<file path="config.mk">
export PLATFORM = sky130hd
export DESIGN_NAME = dtc_control
export DESIGN_NICKNAME = d
export VERILOG_FILES = /design/src/common/dtc_pkg.sv /design/src/common/dtc_cal_if.sv /design/src/core/dtc_cal_policy.sv /design/src/core/dtc_control.sv
export SDC_FILE = /design/constraint.sdc
export NUM_CORES = 1
export LEC_CHECK = 0
export ABC_AREA = 1
export BUFFER_PORTS_ARGS = -buffer_cell sky130_fd_sc_hd__buf_2
export CAP_MARGIN = 5
export CELL_PAD_IN_SITES_DETAIL_PLACEMENT = 1
export CELL_PAD_IN_SITES_GLOBAL_PLACEMENT = 1
export CORE_ASPECT_RATIO = 0.5
export CORE_MARGIN = 2
export CORE_UTILIZATION = 43
export CTS_CLUSTER_SIZE = 12
export DETAILED_ROUTE_END_ITERATION = 10
export PLACE_DENSITY_LB_ADDON = 0.12
export SLEW_MARGIN = 10
export SYNTH_ARGS = -nofsm -noshare
export SYNTH_HDL_FRONTEND = slang
export SYNTH_SLANG_ARGS = --single-unit
</file>
<file path="constraint.sdc">
create_clock -name clock -period 3.2 [get_ports clock]
set_input_delay 0.64 -clock clock [delete_from_list [all_inputs] [get_ports clock]]
set_output_delay 0.64 -clock clock [all_outputs]
set_load 0.005 [all_outputs]
</file>
<file path="src/common/dtc_pkg.sv">
// Constants and types for the deviation and after-transmit control block
package dtc_pkg;
    // Register offsets on the control port
    localparam logic [5:0] ADDR_DEVIATION = 6'h15;
    localparam logic [5:0] ADDR_SM_ONE    = 6'h17;
    localparam logic [5:0] ADDR_SM_ZERO   = 6'h18;

    // Writable bit masks; unused bits read as zero
    localparam logic [7:0] MASK_DEVIATION = 8'h77;
    localparam logic [7:0] MASK_SM_ONE    = 8'h3f;
    localparam logic [7:0] MASK_SM_ZERO   = 8'h3f;

    // Reset values
    localparam logic [7:0] RST_DEVIATION  = 8'h47;
    localparam logic [7:0] RST_SM_ONE     = 8'h30;
    localparam logic [7:0] RST_SM_ZERO    = 8'h04;

    // Field positions
    localparam int DEV_M_LSB   = 0;
    localparam int DEV_E_LSB   = 4;
    localparam int TXOFF_LSB   = 0;
    localparam int AUTOCAL_LSB = 4;

    // After-transmit next state codes
    localparam logic [1:0] TXOFF_IDLE     = 2'h0;
    localparam logic [1:0] TXOFF_FSTX     = 2'h1;
    localparam logic [1:0] TXOFF_STAY     = 2'h2;

    // Automatic calibration policy codes
    localparam logic [1:0] AUTOCAL_NEVER  = 2'h0;
    localparam logic [1:0] AUTOCAL_LEAVE  = 2'h1;
    localparam logic [1:0] AUTOCAL_RETURN = 2'h2;
    localparam logic [1:0] AUTOCAL_FOURTH = 2'h3;

    // Modulation code for on-off keying
    localparam logic [2:0] MOD_OOK        = 3'h3;

    // Last value of the modulo-four return counter
    localparam logic [1:0] RETURN_LAST    = 2'h3;

    // Width of the signed deviation word, units of f_xosc / 2^17
    localparam int DEV_W = 12;

    // Radio control states
    typedef enum logic [1:0] {
        ST_IDLE,
        ST_CAL,
        ST_SYNTH_ON_TX_READY_STATE,
        ST_TX
    } dtc_state_t;

    // Deviation magnitude: (8 + mantissa) shifted by exponent
    function automatic logic [DEV_W-1:0] dev_mag(input logic [2:0] m,
                                                 input logic [2:0] e);
        logic [DEV_W-1:0] base;
        base = {{(DEV_W-4){1'h0}}, 1'h1, m};
        return base << e;
    endfunction : dev_mag
endpackage : dtc_pkg

</file>
<file path="src/common/dtc_cal_if.sv">
// Signals between the control core and the calibration policy unit
`timescale 1ns/1ns
`default_nettype none
interface dtc_cal_if;
    logic [1:0] autocal;
    logic       leave_idle;
    logic       auto_return;
    logic       cal_now;

    modport core   (output autocal, output leave_idle, output auto_return,
                    input cal_now);
    modport policy (input autocal, input leave_idle, input auto_return,
                    output cal_now);
endinterface : dtc_cal_if
`default_nettype wire

</file>
<file path="src/core/dtc_cal_policy.sv">
// Automatic synthesizer calibration decision with modulo-four return count
`timescale 1ns/1ns
`default_nettype none
module dtc_cal_policy (
    // Clock and reset
    input  wire logic  clock,
    input  wire logic  nrst,
    // Core side
    dtc_cal_if.policy  cal
);
    typedef struct packed {
        logic [1:0] returns;
    } dtc_pol_t;

    dtc_pol_t r;
    dtc_pol_t next_r;

    // Count automatic returns only while the every-fourth policy is chosen
    always_comb begin
        next_r = r;
        if (cal.autocal == dtc_pkg::AUTOCAL_FOURTH && cal.auto_return) begin
            next_r.returns = r.returns + 2'h1;
        end
    end

    always_ff @(posedge clock) begin
        if (!nrst) begin
            r <= '0;
        end else begin
            r <= next_r;
        end
    end

    // Decision is combinational so the core can divert in the same cycle
    always_comb begin
        case (cal.autocal)
            dtc_pkg::AUTOCAL_LEAVE:  cal.cal_now = cal.leave_idle;
            dtc_pkg::AUTOCAL_RETURN: cal.cal_now = cal.auto_return;
            dtc_pkg::AUTOCAL_FOURTH: cal.cal_now = cal.auto_return &&
                                     r.returns == dtc_pkg::RETURN_LAST;
            default:                 cal.cal_now = 1'h0;
        endcase
    end

    a_fourth_count: assert property (@(posedge clock) disable iff (!nrst)
        (cal.autocal == dtc_pkg::AUTOCAL_FOURTH && cal.auto_return
         && !cal.cal_now) |=> r.returns == $past(r.returns) + 2'h1)
        else $error("return counter did not advance");
    a_fourth_wrap: assert property (@(posedge clock) disable iff (!nrst)
        (cal.autocal == dtc_pkg::AUTOCAL_FOURTH && cal.cal_now)
        |=> r.returns == 2'h0)
        else $error("calibration not on fourth return");
endmodule : dtc_cal_policy
`default_nettype wire

</file>
<file path="src/core/dtc_control.sv">
// Deviation setting, after-transmit state choice and calibration control
//
// Function
// FSK zero symbol uses negative deviation, one symbol positive deviation.
// Deviation magnitude is (8 + mantissa) times two to the exponent.
// Under on-off keying the deviation fields are ignored.
// After a packet: code 00 goes idle, 01 goes synth-on ready.
// Code 10 stays in transmit and restarts the preamble at once.
// Autocal 00 never calibrates alone; host uses the calibrate strobe.
// Autocal 01 calibrates when leaving idle for transmit or ready.
// Autocal 10 calibrates on each automatic return from transmit to idle.
// Autocal 11 calibrates on every fourth automatic return to idle.
// Host avoids reserved after-transmit code and writes unused bits zero.
`timescale 1ns/1ns
`default_nettype none
module dtc_control #(
    parameter int CAL_CYCLES = 16
) (
    // Clock and reset
    input  wire logic                      clock,
    input  wire logic                      nrst,
    // Register port
    input  wire logic [5:0]                reg_addr,
    input  wire logic [7:0]                reg_wdata,
    input  wire logic                      reg_write,
    input  wire logic                      reg_read,
    output logic [7:0]                     reg_rdata,
    // Command strobes
    input  wire logic                      tx_strobe,
    input  wire logic                      synth_on_tx_ready_state_strobe,
    input  wire logic                      idle_strobe,
    input  wire logic                      calibrate_strobe,
    // Modem side
    input  wire logic [2:0]                mod_format,
    input  wire logic                      tx_symbol,
    input  wire logic                      packet_done,
    output logic signed [dtc_pkg::DEV_W-1:0] dev_offset,
    output logic                           preamble_restart,
    // State
    output dtc_pkg::dtc_state_t            radio_state,
    output logic                           cal_busy
);
    localparam int CW = $clog2(CAL_CYCLES + 1);
    // Longest calibration the leave-idle check can still watch to its end
    localparam int CAL_MAX = 300;

    if (CAL_CYCLES < 1 || CAL_CYCLES > CAL_MAX) begin : g_bad_cal
        $error("CAL_CYCLES must lie between one and CAL_MAX");
    end

    typedef struct packed {
        logic [7:0]                 deviation;
        logic [7:0]                 sm_one;
        logic [7:0]                 sm_zero;
        logic [7:0]                 rdata;
        dtc_pkg::dtc_state_t        state;
        dtc_pkg::dtc_state_t        ret_state;
        logic [CW-1:0]              cal_left;
        logic [dtc_pkg::DEV_W-1:0]  offset;
        logic                       restart;
    } dtc_core_t;

    dtc_core_t r;
    dtc_core_t next_r;
    dtc_cal_if cal_bus ();

    logic [2:0]                dev_m;
    logic [2:0]                dev_e;
    logic [1:0]                txoff;
    logic [1:0]                autocal;
    logic                      is_ook;
    logic [dtc_pkg::DEV_W-1:0] mag;

    // Field views of the stored registers
    assign dev_m   = r.deviation[dtc_pkg::DEV_M_LSB +: 3];
    assign dev_e   = r.deviation[dtc_pkg::DEV_E_LSB +: 3];
    assign txoff   = r.sm_one[dtc_pkg::TXOFF_LSB +: 2];
    assign autocal = r.sm_zero[dtc_pkg::AUTOCAL_LSB +: 2];
    assign is_ook  = mod_format == dtc_pkg::MOD_OOK;
    assign mag     = dtc_pkg::dev_mag(dev_m, dev_e);

    // Events seen by the calibration policy; strobe priority applied here
    assign cal_bus.autocal     = autocal;
    assign cal_bus.leave_idle  = r.state == dtc_pkg::ST_IDLE &&
                                 !calibrate_strobe &&
                                 (tx_strobe || synth_on_tx_ready_state_strobe);
    // Reserved code 11 is handled like 00 so a bad write cannot hang TX
    assign cal_bus.auto_return = r.state == dtc_pkg::ST_TX && !idle_strobe &&
                                 packet_done &&
                                 txoff != dtc_pkg::TXOFF_FSTX &&
                                 txoff != dtc_pkg::TXOFF_STAY;

    dtc_cal_policy u_policy (
        .clock (clock),
        .nrst  (nrst),
        .cal   (cal_bus.policy)
    );

    // Register file, deviation word and radio control state machine
    always_comb begin
        dtc_pkg::dtc_state_t target;
        next_r = r;
        target = dtc_pkg::ST_TX;
        next_r.restart = 1'h0;

        if (reg_write) begin
            if (reg_addr == dtc_pkg::ADDR_DEVIATION) begin
                next_r.deviation = reg_wdata & dtc_pkg::MASK_DEVIATION;
            end else if (reg_addr == dtc_pkg::ADDR_SM_ONE) begin
                next_r.sm_one = reg_wdata & dtc_pkg::MASK_SM_ONE;
            end else if (reg_addr == dtc_pkg::ADDR_SM_ZERO) begin
                next_r.sm_zero = reg_wdata & dtc_pkg::MASK_SM_ZERO;
            end
        end

        // Read data held until the next read; unmapped offsets read zero
        if (reg_read) begin
            if (reg_addr == dtc_pkg::ADDR_DEVIATION) begin
                next_r.rdata = r.deviation;
            end else if (reg_addr == dtc_pkg::ADDR_SM_ONE) begin
                next_r.rdata = r.sm_one;
            end else if (reg_addr == dtc_pkg::ADDR_SM_ZERO) begin
                next_r.rdata = r.sm_zero;
            end else begin
                next_r.rdata = 8'h00;
            end
        end

        // Signed offset from carrier; zero under on-off keying
        if (is_ook) begin
            next_r.offset = '0;
        end else if (tx_symbol) begin
            next_r.offset = mag;
        end else begin
            next_r.offset = -mag;
        end

        case (r.state)
            dtc_pkg::ST_IDLE: begin
                if (calibrate_strobe) begin
                    next_r.state     = dtc_pkg::ST_CAL;
                    next_r.ret_state = dtc_pkg::ST_IDLE;
                    next_r.cal_left  = CW'(CAL_CYCLES - 1);
                end else if (tx_strobe || synth_on_tx_ready_state_strobe) begin
                    target = tx_strobe ? dtc_pkg::ST_TX : dtc_pkg::ST_SYNTH_ON_TX_READY_STATE;
                    if (cal_bus.cal_now) begin
                        next_r.state     = dtc_pkg::ST_CAL;
                        next_r.ret_state = target;
                        next_r.cal_left  = CW'(CAL_CYCLES - 1);
                    end else begin
                        next_r.state = target;
                    end
                end
            end
            dtc_pkg::ST_CAL: begin
                if (r.cal_left == '0) begin
                    next_r.state = r.ret_state;
                end else begin
                    next_r.cal_left = r.cal_left - CW'(1);
                end
            end
            dtc_pkg::ST_SYNTH_ON_TX_READY_STATE: begin
                if (idle_strobe) begin
                    next_r.state = dtc_pkg::ST_IDLE;
                end else if (tx_strobe) begin
                    next_r.state = dtc_pkg::ST_TX;
                end
            end
            default: begin
                if (idle_strobe) begin
                    next_r.state = dtc_pkg::ST_IDLE;
                end else if (packet_done) begin
                    case (txoff)
                        dtc_pkg::TXOFF_FSTX: begin
                            next_r.state = dtc_pkg::ST_SYNTH_ON_TX_READY_STATE;
                        end
                        dtc_pkg::TXOFF_STAY: begin
                            next_r.restart = 1'h1;
                        end
                        default: begin
                            if (cal_bus.cal_now) begin
                                next_r.state     = dtc_pkg::ST_CAL;
                                next_r.ret_state = dtc_pkg::ST_IDLE;
                                next_r.cal_left  = CW'(CAL_CYCLES - 1);
                            end else begin
                                next_r.state = dtc_pkg::ST_IDLE;
                            end
                        end
                    endcase
                end
            end
        endcase
    end

    always_ff @(posedge clock) begin
        if (!nrst) begin
            r           <= '0;
            r.deviation <= dtc_pkg::RST_DEVIATION;
            r.sm_one    <= dtc_pkg::RST_SM_ONE;
            r.sm_zero   <= dtc_pkg::RST_SM_ZERO;
            r.state     <= dtc_pkg::ST_IDLE;
            r.ret_state <= dtc_pkg::ST_IDLE;
        end else begin
            r <= next_r;
        end
    end

    // Outputs straight from the state register
    assign reg_rdata        = r.rdata;
    assign dev_offset       = r.offset;
    assign preamble_restart = r.restart;
    assign radio_state      = r.state;
    assign cal_busy         = r.state == dtc_pkg::ST_CAL;

    a_ook_no_dev: assert property (@(posedge clock) disable iff (!nrst)
        is_ook |=> dev_offset == '0)
        else $error("deviation applied under on-off keying");
    a_zero_neg: assert property (@(posedge clock) disable iff (!nrst)
        (!is_ook && !tx_symbol) |=> dev_offset < 0)
        else $error("zero symbol not at negative deviation");
    a_dev_scale: assert property (@(posedge clock) disable iff (!nrst)
        (!is_ook && tx_symbol) |=>
        dev_offset == $signed(dtc_pkg::dev_mag($past(dev_m), $past(dev_e))))
        else $error("deviation magnitude wrong");
    a_txoff_fstx: assert property (@(posedge clock) disable iff (!nrst)
        (r.state == dtc_pkg::ST_TX && packet_done && !idle_strobe &&
         txoff == dtc_pkg::TXOFF_FSTX) |=> radio_state == dtc_pkg::ST_SYNTH_ON_TX_READY_STATE)
        else $error("no synth-on ready after packet");
    a_txoff_idle: assert property (@(posedge clock) disable iff (!nrst)
        (r.state == dtc_pkg::ST_TX && packet_done && !idle_strobe &&
         txoff == dtc_pkg::TXOFF_IDLE && autocal == dtc_pkg::AUTOCAL_NEVER)
        |=> radio_state == dtc_pkg::ST_IDLE)
        else $error("no idle after packet");
    a_txoff_stay: assert property (@(posedge clock) disable iff (!nrst)
        (r.state == dtc_pkg::ST_TX && packet_done && !idle_strobe &&
         txoff == dtc_pkg::TXOFF_STAY)
        |=> radio_state == dtc_pkg::ST_TX && preamble_restart)
        else $error("preamble not restarted in transmit");
    a_never_cal: assert property (@(posedge clock) disable iff (!nrst)
        (autocal == dtc_pkg::AUTOCAL_NEVER && !cal_busy && !calibrate_strobe)
        |=> !cal_busy)
        else $error("calibration started without strobe");
    a_cal_leave: assert property (@(posedge clock) disable iff (!nrst)
        (cal_bus.leave_idle && autocal == dtc_pkg::AUTOCAL_LEAVE)
        |=> cal_busy ##[1:CAL_MAX] radio_state != dtc_pkg::ST_CAL)
        else $error("no calibration on leaving idle");
    a_cal_return: assert property (@(posedge clock) disable iff (!nrst)
        (cal_bus.auto_return && autocal == dtc_pkg::AUTOCAL_RETURN)
        |=> cal_busy && r.ret_state == dtc_pkg::ST_IDLE)
        else $error("no calibration on return to idle");
endmodule : dtc_control
`default_nettype wire

</file>
### Word level (Yosys, flattened, before mapping)

Index checks and enable logic that the tools add are counted.

* equal/unequal tests: 25
* reductions and logical operators: 29
* multiplexer cells: 25
* shift operators: 1
* $add $sub $neg: 3
* bitwise operators: 6

Operator list (number)
* $mux 7: 5
* $mux 9: 3
* $eq 6x5->1 const B: 3
* $pmux 5 s3: 1
* $eq 2x2->1 const B: 6
* $mux 12: 1
* $mux 6: 2
* $neg 12->12: 1
* $shl 4x3->12: 1
* $mux 2: 5
* $logic_and 1x1->1: 8
* $ne 2x1->1 const B: 4
* $pmux 2 s2: 2
* $reduce_and 8->1: 1
* $reduce_and 7->1: 1
* $eq 2x1->1 const B: 3
* $ne 3x1->1 const B: 2
* $ne 3x3->1 const B: 2
* $not 1->1: 6
* $pmux 2 s3: 1
* $reduce_bool 2->1: 3
* $reduce_bool 3->1: 2
* $reduce_or 2->1: 3
* $reduce_or 6->1: 1
* other kinds (18): 22

* logic and storage cells: 99
* bits of input ports: 27
* register bits after elaboration: 50
* output and inout port bits: 24

### Depth between registers and ports, before layout

Gate-level depths: netlist (run 1).

* depth in word-level cells: 12
* depth in mapped cells: 13
* depth with buffers taken out: 12

### Cells and area by module

Synthesis (run 1) repeated with hierarchy kept, for this count alone.

* cell total of the unflattened synthesis: 419
* area, all modules: 2904.0 um2

Modules (own cells, without submodules)
* dtc_control: area an instance 2773.9 um2, instances 1, sequential area each 940.9 um2, cells each 398
* dtc_cal_policy: area an instance 130.1 um2, instances 1, sequential area each 40.0 um2, cells each 21

### Least setup slack after synthesis (run 1)

No wires, ideal clock.

* kind: in2reg
* start: input reg_addr[4]
* end: register r (netlist bit autocal[1])
* buffers on the path: 0
* required time: 3.079 ns
* setup time: 0.121 ns
* cell stages on the path: 8
* data arrival time: 1.506 ns
* slack: 1.572 ns
* cells stage by stage: inv_1 -> or2_4 -> nor3b_2 -> nand2_1 -> nor2_4 -> inv_2 -> o21ai_0 -> a21oi_1

* word-level cells in the longest chain between the ends: 3
* elaborated cells between the ends (all ways): 6
* classes of those cells: 3 x eq/ne; 2 x bitwise; 1 x reduce/logical

Ends and longest elaborated chain
* start, declared: line dtc_control.sv:23 `input wire logic [5:0] reg_addr,`
* $eq 6x5->1, on equally long branches: line dtc_control.sv:109, dtc_control.sv:107
* $not 1->1 (no line)
* $reduce_and 4->1 (no line) *
* end signal, assigned: line dtc_control.sv:204 `r <= next_r;`
* end, declared: line dtc_control.sv:63 `dtc_core_t r;`

Every way passes the cells marked *; elsewhere a longest branch is shown, timed or not.
A chain may end at the register's enable or synchronous reset.

### Worst setup path after layout (run 1)

* start: register r (netlist bit dev_e[0])
* end: register r (netlist bit dev_offset[8])

* word-level cells in the longest chain between the ends: 3

Ends and longest elaborated chain
* $shl 4x3->12 *: line dtc_pkg.sv:57 `return base << e;`
* $neg 12->12: line dtc_control.sv:135 `next_r.offset = -mag;`
* $mux 12 *: line dtc_control.sv:132 `end else if (tx_symbol) begin`

Marked as above.

==> impl_metrics.yaml, run 1 <==
run_status:
  outcome: "finished, final reports clean"
synthesis:
  yosys.cell_types.count: 36
  yosysTopAreaCell: "dfxtp_1"
  synth_warnings: 0
  postSynth.asyncResetShare_pct: 0
  ys_seq_area_share_pct: 32.8
  synth-edff-count: 0
  synth_cells: 417
  synth-main-ff-cell: "dfxtp_1"
  synth_area_per_cell_um2: 7.18
  syn_nets: 455
  syn_area_mm2: 0.00299
  synth_top_area_share_pct: 32.8
  synth_area_leaders: "dfxtp_1 (33%), nand2_1 (10%), nand3_1 (5.9%)"
  synth_seq_cells: 49
grt:
  grt_use_total_pct: 20.8
  grt-ovfl-total: 0
  grt_pass1_wl_um: 12900
  grt_max_degree: 32
  antenna_found_initial: 0
  grt_pass1_vias: 2811
final_layout:
  antenna_cells: 0
  nNetsFinal: 481
  area_growth_syn_to_layout_pct: 10.2
  drive_above_1_share_pct: 25.2
sta:
  worst_hold_slack_ns: 0.473
  slew_violations: 0
  setup_slack_ns: 1.28
  tightest_slew_ns: 0.507
  slew_headroom_pct: 66.1
  clock_skew_ns: 0.00594
  finalCritPeriodShare_pct: 59.9
  rsz0062_at_grt: "false"
  hold_viol: 0
  final.setup.tns_ns: 0
  period_needed_ns: 1.92
  setup_viol: 0
  fmax_mhz: 522
floorplanning:
  start_util_pct: 44.7
  die_h_um: 63.0
  placementRows: 21
  die-width_um: 122
  die_area_mm2: 0.00768
  coreArea_mm2: 0.00670
  pin_count: 51
pwr:
  total_leakage_power_nw: 1.57
  power.density_mw_per_mm2: 530
  finalPower_mw: 1.75
  peakVddDrop_uv: 367
worst_setup_path:
  crit_family: "simple AND/OR/NAND/NOR gates"
  criticalPathCategory: "flip-flop to flip-flop"
  reg2reg_depth: 12
  cp_data_arrival_time_ns: 2.09
  crit_fanout: 9
  cp_slowest_cell: "dfxtp_1"
  cp.depth: 12
  required_ns: 3.38
  crit_buf_inv: 1
  cp-end-kind: "flip-flop"
  crit_top_cell: "nand2_2"
  cp-start-kind: "flip-flop"
  cp_cell_sequence: "inv_8 -> nand2_2 -> nor2_2 -> nand2_1 -> ha_1 -> nand2_2 -> nor2_4 -> nand2_2 -> nand2_2 -> nand3_1 -> nand2_1 -> nor2_1"
  r2r_slack_ns: 1.28
  cpPeakStageDelay_ns: 0.64
min_path:
  holdCritPathClass: "flip-flop to flip-flop"
  whs_path_depth: 2
cts:
  cts_made_buffers: 5
  h-tree-depth: 2
  cts_tree: "done"
  clk_pin_slew_ns: 0.06
  cts_setup_buffers: 0
  clock_latency_ns: 0.29
  cts_hold_repair.buffers: 0
  cts.sinks: 49
  postCtsResizedCells: 0
  clk_root_buffer_cell: "clkbuf_16"
  clockBufferDepth: 2
route:
  drcViolationCount: 0
  vias: 2770
  drt_iter0_drc: 181
  drt_pre_antenna_iters: 4
  routedWlPerCell_um: 13.9
  ant_nets: 0
  vias_per_cell: 5.17
  drt_wl_total_um: 7470
place:
  io_buffer_count: 48
  pre_cts_ws_ns: 1.28
  hpwl_um: 5880
  gp_congestion: 0.821
run:
  maxCapViolCount: 0
-- worst register-to-register path, stage by stage (launching register included) --
cell and delay [ns]:
dfxtp_1 0.64, inv_8 0.09, nand2_2 0.10, nor2_2 0.04, nand2_1 0.14, ha_1 0.23
nand2_2 0.08, nor2_4 0.11, nand2_2 0.07, nand2_2 0.11, nand3_1 0.08, nand2_1 0.08
nor2_1 0.04
-- layer usage --
metal  vias to the layer above  part of all wire [%]  global-route usage [%]
li1                       1396                     -                       -
met1                      1315                    48                    26.1
met2                        52                    47                    36.0
met3                         7                   4.1                    4.47
met4                         0                   1.0                    5.32
met5                         -                     0                       0
-- state kept, by name, summed over array words and instances (netlist names) --
name / count
preamble_restart: 1
radio_state: 2
autocal: 2
reg_rdata: 7
r: 17
dev_e: 3
dev_offset: 12
dev_m: 3
u_policy.r: 2
-- path summary, 6_finish.rpt --
kind / startpoint / to
worst max-delay path: dev_e[0] / dev_offset[8]
worst min register to register: r[42] / r[42]
worst min-delay path: r[42] / r[42]
worst max register to register: dev_e[0] / dev_offset[8]
-- synthesized netlist by cell type, types with 4 or more instances --
cell type / n
a21oi_1: 26
o21ai_0: 28
nor2_4: 4
inv_2: 8
clkbuf_1: 4
nand3_1: 35
nand3_2: 15
nor2_1: 37
a41oi_1: 5
inv_1: 38
nand2_2: 13
dfxtp_1: 49
ha_1: 11
buf_4: 23
nand2_1: 81
nand4_1: 7
o211ai_1: 4
-- cell usage in the layout, fill, tap and decap left out, types with 2 or more instances in the layout --
master / n
dfxtp_1: 49
nand2_2: 13
nor2_4: 4
nor3_1: 3
nand2_1: 81
buf_2: 48
or2_2: 2
o21ai_0: 28
nor2_1: 37
nand3_2: 15
nand2_4: 2
a21oi_1: 26
o21ai_1: 3
inv_1: 38
nand3_1: 35
o211ai_1: 4
nand4_1: 7
nor2_2: 3
clkbuf_16: 5
clkbuf_8: 2
inv_2: 8
ha_1: 11
a21oi_2: 2
a41oi_1: 5
-- cell families after synthesis --
logic type,Yosys count,synth area share (%)
fa+ha+maj,11,4.60
flops,49,32.8
other cells,1,0.125
simple gates,207,35.7
compound gates,69,12.8
buf+inv,79,13.7
xor+xnor,1,0.293
-- where the power goes --
group | switching [mW] | internal [mW]
Combinational | 0.320 | 0.180
Sequential | 0.0323 | 0.657
Clock | 0.228 | 0.331
-- final cells by class --
class | instances | area [um^2]
tap | 92 | 115
timing repair buffer | 49 | 248
inverter | 49 | 194
fill | 896 | 3400
sequential | 49 | 981
multi-input combinational | 289 | 1600
clock inverter | 1 | 5.00
clock buffer | 7 | 153
-- through the flow --
| step | instances | utilization [%] | instance area [um^2] |
|---|---|---|---|
| detailed placement | 528 | 46.9 | 3140 |
| global placement | 528 | 46.9 | 3140 |
| CTS | 536 | 49.2 | 3300 |
| floorplan | 417 | - | 2990 |
| finish | 536 | 49.2 | 3300 |
| global route | 536 | 49.2 | 3300 |
Note: power is estimated with default switching activity, not from simulation.
==> run 2, diff against run 1 <==
--- a/config.mk
+++ b/config.mk
@@ -12,7 +12,7 @@
 export CELL_PAD_IN_SITES_GLOBAL_PLACEMENT = 1
 export CORE_ASPECT_RATIO = 0.5
 export CORE_MARGIN = 2
-export CORE_UTILIZATION = 43
+export CORE_UTILIZATION = 40
 export CTS_CLUSTER_SIZE = 12
 export DETAILED_ROUTE_END_ITERATION = 10
 export PLACE_DENSITY_LB_ADDON = 0.12
==> constraint.sdc (replaced) <==
create_clock -name clock -period 1.8 [get_ports clock]
set_input_delay 0.36 -clock clock [delete_from_list [all_inputs] [get_ports clock]]
set_output_delay 0.36 -clock clock [all_outputs]
set_load 0.005 [all_outputs]
==> impl_metrics.yaml, run 2 (synthesis results as in run 1) <==
run_status:
  outcome: "finished, final reports clean"
sta:
  clock_skew_ns: 0.00962
  setup_slack_ns: 0.123
  finalCritPeriodShare_pct: 93.2
  hold_viol: 0
  worst_hold_slack_ns: 0.285
  final.setup.tns_ns: 0
  fmax_mhz: 596
  setup_viol: 0
  slew_violations: 0
  period_needed_ns: 1.68
  rsz0062_at_grt: "true"
place:
  pre_cts_ws_ns: 0.00991
  gp_congestion: 0.845
  place_area_mm2: 0.00322
  dp.cells: 542
  io_buffer_count: 48
  hpwl_um: 5960
final_layout:
  fin_cells: 550
  antenna_cells: 0
  largest_reg_flops: 17
  largest-register: "r"
  finalInstanceArea_mm2: 0.00340
  area_growth_syn_to_layout_pct: 13.8
  layout_common_cells: "nand2_1 (81), buf_2 (48), dfxtp_1 (46)"
  nNetsFinal: 492
  mostFrequentLayoutCell: "nand2_1"
  drive_above_1_share_pct: 28.2
  utilization_pct: 46.7
worst_setup_path:
  r2r_slack_ns: 0.12
  required_ns: 1.97
  cp-end-kind: "flip-flop"
  r2r_end: "r[14]"
  cp_data_arrival_time_ns: 1.85
  cp-start-kind: "flip-flop"
  crit_fanout: 7
  criticalPathCategory: "flip-flop to flip-flop"
  r2r_start: "radio_state[0]"
  reg2reg_depth: 10
route:
  ant_nets: 0
  drt_iter0_drc: 83
  vias_per_cell: 5.04
  vias: 2774
  drt_pre_antenna_iters: 4
  drcViolationCount: 0
  routedWlPerCell_um: 14.1
  drt_wl_total_um: 7750
min_path:
  min_to: "dev_e[2]"
  holdCritPathClass: "input port to flip-flop"
  hold_start: "reg_wdata[6]"
  whs_path_depth: 3
cts:
  clockBufferDepth: 2
  clock_latency_ns: 0.29
  cts_made_buffers: 5
  clk_pin_slew_ns: 0.07
  cts_tree: "done"
  cts_hold_repair.buffers: 0
  cts.sinks: 49
  h-tree-depth: 2
  clk_root_buffer_cell: "clkbuf_16"
run:
  maxCapViolCount: 0
floorplanning:
  placementRows: 22
  die_h_um: 65.2
  die-width_um: 126
  start_util_pct: 41.0
  pin_count: 51
  die_area_mm2: 0.00823
  coreArea_mm2: 0.00729
pwr:
  finalPower_mw: 3.16
  peakVddDrop_uv: 605
  power.density_mw_per_mm2: 928
  total_leakage_power_nw: 1.63
grt:
  grt_max_degree: 32
  antenna_found_initial: 0
  grt_pass1_vias: 2784
  grt_use_total_pct: 19.9
  grt-ovfl-total: 0
  grt_pass1_wl_um: 13200
[run 2: changes by cell type in the layout (fill, tap and decap cells not counted), moves of 2 or more]
cell and change:
dfxtp_1 -3, dfxtp_2 +2, buf_4 +11, nand3_4 +2
[run 2: repair_timing]
action	CTS	global route
setup buffers	0	1
endpoints found under the setup margin	1	11
resized for setup	1	10
[run 2: routing by layer]
metal  vias to the layer above  track usage [%]  routed length (um)
met1                      1315             24.2                3660
met4                         0             4.53                  64
met5                         -                0                   0
met2                        34             36.2                3790
met3                         8             4.64                 239
li1                       1417                -                   -
[run 2: layout make-up]
type / instances / area (um^2)
repair buffers: 60 / 330
inverters: 49 / 194
multi-input cells: 289 / 1630
clock buffers: 7 / 143
fillers: 974 / 3890
well taps: 96 / 120
flip-flops and latches: 49 / 987
[run 2: worst max path at each step]
stage                   startpoint       endpoint  slack, ns  depth (start not counted)
floorplan           radio_state[1]          r[13]       0.22                          8
global placement          dev_e[0]  dev_offset[8]       0.10                         12
detailed placement        dev_e[0]  dev_offset[8]       0.01                         12
CTS                          r[39]          r[13]       0.06                         10
global route        radio_state[0]          r[14]      -0.02                         10
finish              radio_state[0]          r[14]       0.12                         10
[run 2: where the power goes]
group / switching (mW) / internal [mW] / total, mW
sequential: 0.0425 / 1.17 / 1.21
combinational: 0.613 / 0.383 / 0.996
clock: 0.406 / 0.547 / 0.954
total: 1.06 / 2.10 / 3.16
[run 2: worst max-delay path, cell delays in order (launching register included)]
cell     delay (ns)
dfxtp_1        0.35
inv_1          0.07
ha_1           0.22
inv_2          0.13
nor2_4         0.07
nand3_2        0.08
nand2_1        0.07
a21oi_2        0.23
nand3_4        0.16
o21ai_1        0.14
nor2_1         0.05
==> run 3, diff against run 2 <==
--- a/config.mk
+++ b/config.mk
@@ -12,7 +12,8 @@
 export CELL_PAD_IN_SITES_GLOBAL_PLACEMENT = 1
 export CORE_ASPECT_RATIO = 0.5
 export CORE_MARGIN = 2
-export CORE_UTILIZATION = 40
+export CORE_UTILIZATION = 42
+export CTS_BUF_LIST = sky130_fd_sc_hd__clkbuf_4
 export CTS_CLUSTER_SIZE = 12
 export DETAILED_ROUTE_END_ITERATION = 10
 export PLACE_DENSITY_LB_ADDON = 0.12
==> impl_metrics.yaml, run 3 (synthesis results as in run 1) <==
sta:
  hold_viol: 0
  period_needed_ns: 1.73
  rsz0062_at_grt: "true"
  setup_viol: 0
  slew_violations: 0
  clock_skew_ns: 0.00825
  worst_hold_slack_ns: 0.198
  finalCritPeriodShare_pct: 95.9
  fmax_mhz: 579
place:
  place_area_mm2: 0.00324
  dp.cells: 541
  io_buffer_count: 48
  hpwl_um: 6030
  gp_congestion: 0.843
grt:
  grt_use_total_pct: 21.5
  grt_max_degree: 32
  grt-ovfl-total: 0
  antenna_found_initial: 0
  grt_pass1_wl_um: 13300
  grt_pass1_vias: 2852
worst_setup_path:
  reg2reg_depth: 9
  r2r_slack_ns: 0.07
  r2r_start: "radio_state[0]"
  cp_cell_sequence: "inv_1 -> ha_1 -> inv_2 -> nor2_4 -> nand4_4 -> nand3_2 -> buf_4 -> nand4_1 -> a21oi_1"
  cp_slowest_cell: "dfxtp_2"
  criticalPathCategory: "flip-flop to flip-flop"
  required_ns: 2.12
  crit_fanout: 5
  cp-end-kind: "flip-flop"
  critPathLaunch: "radio_state[0]"
  cp-start-kind: "flip-flop"
  cpPeakStageDelay_ns: 0.37
  r2r_end: "r[17]"
  cp_data_arrival_time_ns: 2.05
final_layout:
  fin_cells: 551
  multi_input_area_mm2: 0.00163
  fill_cells: 902
  largest_reg_flops: 17
  area_growth_syn_to_layout_pct: 12.6
  layout_common_cells: "nand2_1 (81), buf_2 (48), dfxtp_1 (44)"
  largest-register: "r"
  finalInstanceArea_mm2: 0.00337
  mostFrequentLayoutCell: "nand2_1"
  antenna_cells: 0
  nNetsFinal: 496
  drive_above_1_share_pct: 29.6
  regArea_um2: 990
  utilization_pct: 49.7
cts:
  cts.sinks: 49
  cts_tree: "done"
  cts_made_buffers: 5
  clk_pin_slew_ns: 0.14
  clk_root_buffer_cell: "clkbuf_4"
  clock_latency_ns: 0.38
  clockBufferDepth: 2
  h-tree-depth: 2
min_path:
  holdCritPathClass: "input port to flip-flop"
  whs_path_depth: 3
  min_to: "dev_e[2]"
  hold_start: "reg_wdata[6]"
floorplanning:
  coreArea_mm2: 0.00678
  start_util_pct: 44.1
  die_area_mm2: 0.00786
  placementRows: 21
  pin_count: 51
  die_h_um: 63.7
  die-width_um: 123
pwr:
  p_switching_mw: 1.07
  power.density_mw_per_mm2: 884
  internal_power_mw: 1.91
  pwr-share-seq_pct: 40.9
  finalPower_mw: 2.98
  clkPwrFrac_pct: 22.8
  p_comb_share_pct: 36.3
  total_leakage_power_nw: 1.62
  peakVddDrop_uv: 511
  power_switching_share_pct: 36.0
route:
  routedWlPerCell_um: 14.1
  drt_iter0_drc: 105
  drt_wl_total_um: 7780
  vias_per_cell: 5.16
  vias: 2842
  drt_pre_antenna_iters: 4
  drcViolationCount: 0
  ant_nets: 0
run_status:
  outcome: "finished, final reports clean"
run:
  maxCapViolCount: 0
## run 3: through the flow
stage	setup WS, ns	TNS, ns
after floorplan	0.222	0
after global placement	0.0832	0
after detailed placement	0.0252	0
after CTS	0.00166	0
after global routing	-0.0421	-0.122
final	0.0733	0
## run 3: cell type report
cell class | count | share of cell area [%]
multi-input cells | 289 | 48.4
flip-flops and latches | 49 | 29.4
repair buffers | 64 | 10.7
inverters | 49 | 5.75
well taps | 92 | 3.41
clock buffers | 6 | 1.34
clock inverters | 2 | 1.00
## run 3: routing by layer
metal / up-vias / share of wire (%) / track usage, % / wire (um)
li1: 1426 / - / - / -
met1: 1362 / 47 / 27.3 / 3660
met2: 45 / 48 / 37.1 / 3760
met3: 9 / 3.6 / 4.53 / 280
met4: 0 / 1.1 / 5.11 / 84
met5: - / 0 / 0 / 0
## run 3: critical path, delay by kind of cell (launching register included)
| family | cells | cell delay (ns) |
|---|---|---|
| buffers and inverters | 3 | 0.32 |
| AOI/OAI and AO/OA | 1 | 0.16 |
| and+or+nand+nor | 4 | 0.62 |
| adders and majority gates | 1 | 0.21 |
| DFF | 1 | 0.37 |
## run 3: worst max-delay path by stage
| stage | end | slack (ns) |
|---|---|---|
| finish | r[17] | 0.07 |
| global route | r[17] | -0.04 |
| CTS | dev_offset[10] | 0.002 |
| detailed placement | dev_offset[10] | 0.03 |
| global placement | dev_offset[10] | 0.08 |
| floorplan | r[13] | 0.22 |
## run 3: power by group through the flow
stage,Combinational [mW],Sequential [mW],Clock (mW)
3_3_place_gp,0.928,1.24,0
5_1_grt,1.23,1.23,0.748
4_1_cts,0.998,1.22,0.697
3_5_place_dp,0.977,1.24,0
6_report,1.08,1.22,0.679
2_1_floorplan,0.687,1.24,0
## run 3: timing repair
item	4_1_cts	5_1_grt
endpoints found under the hold margin	0	0
setup buffers	0	2
resized for setup	0	14
endpoints found under the setup margin	0	14
hold buffers	0	0
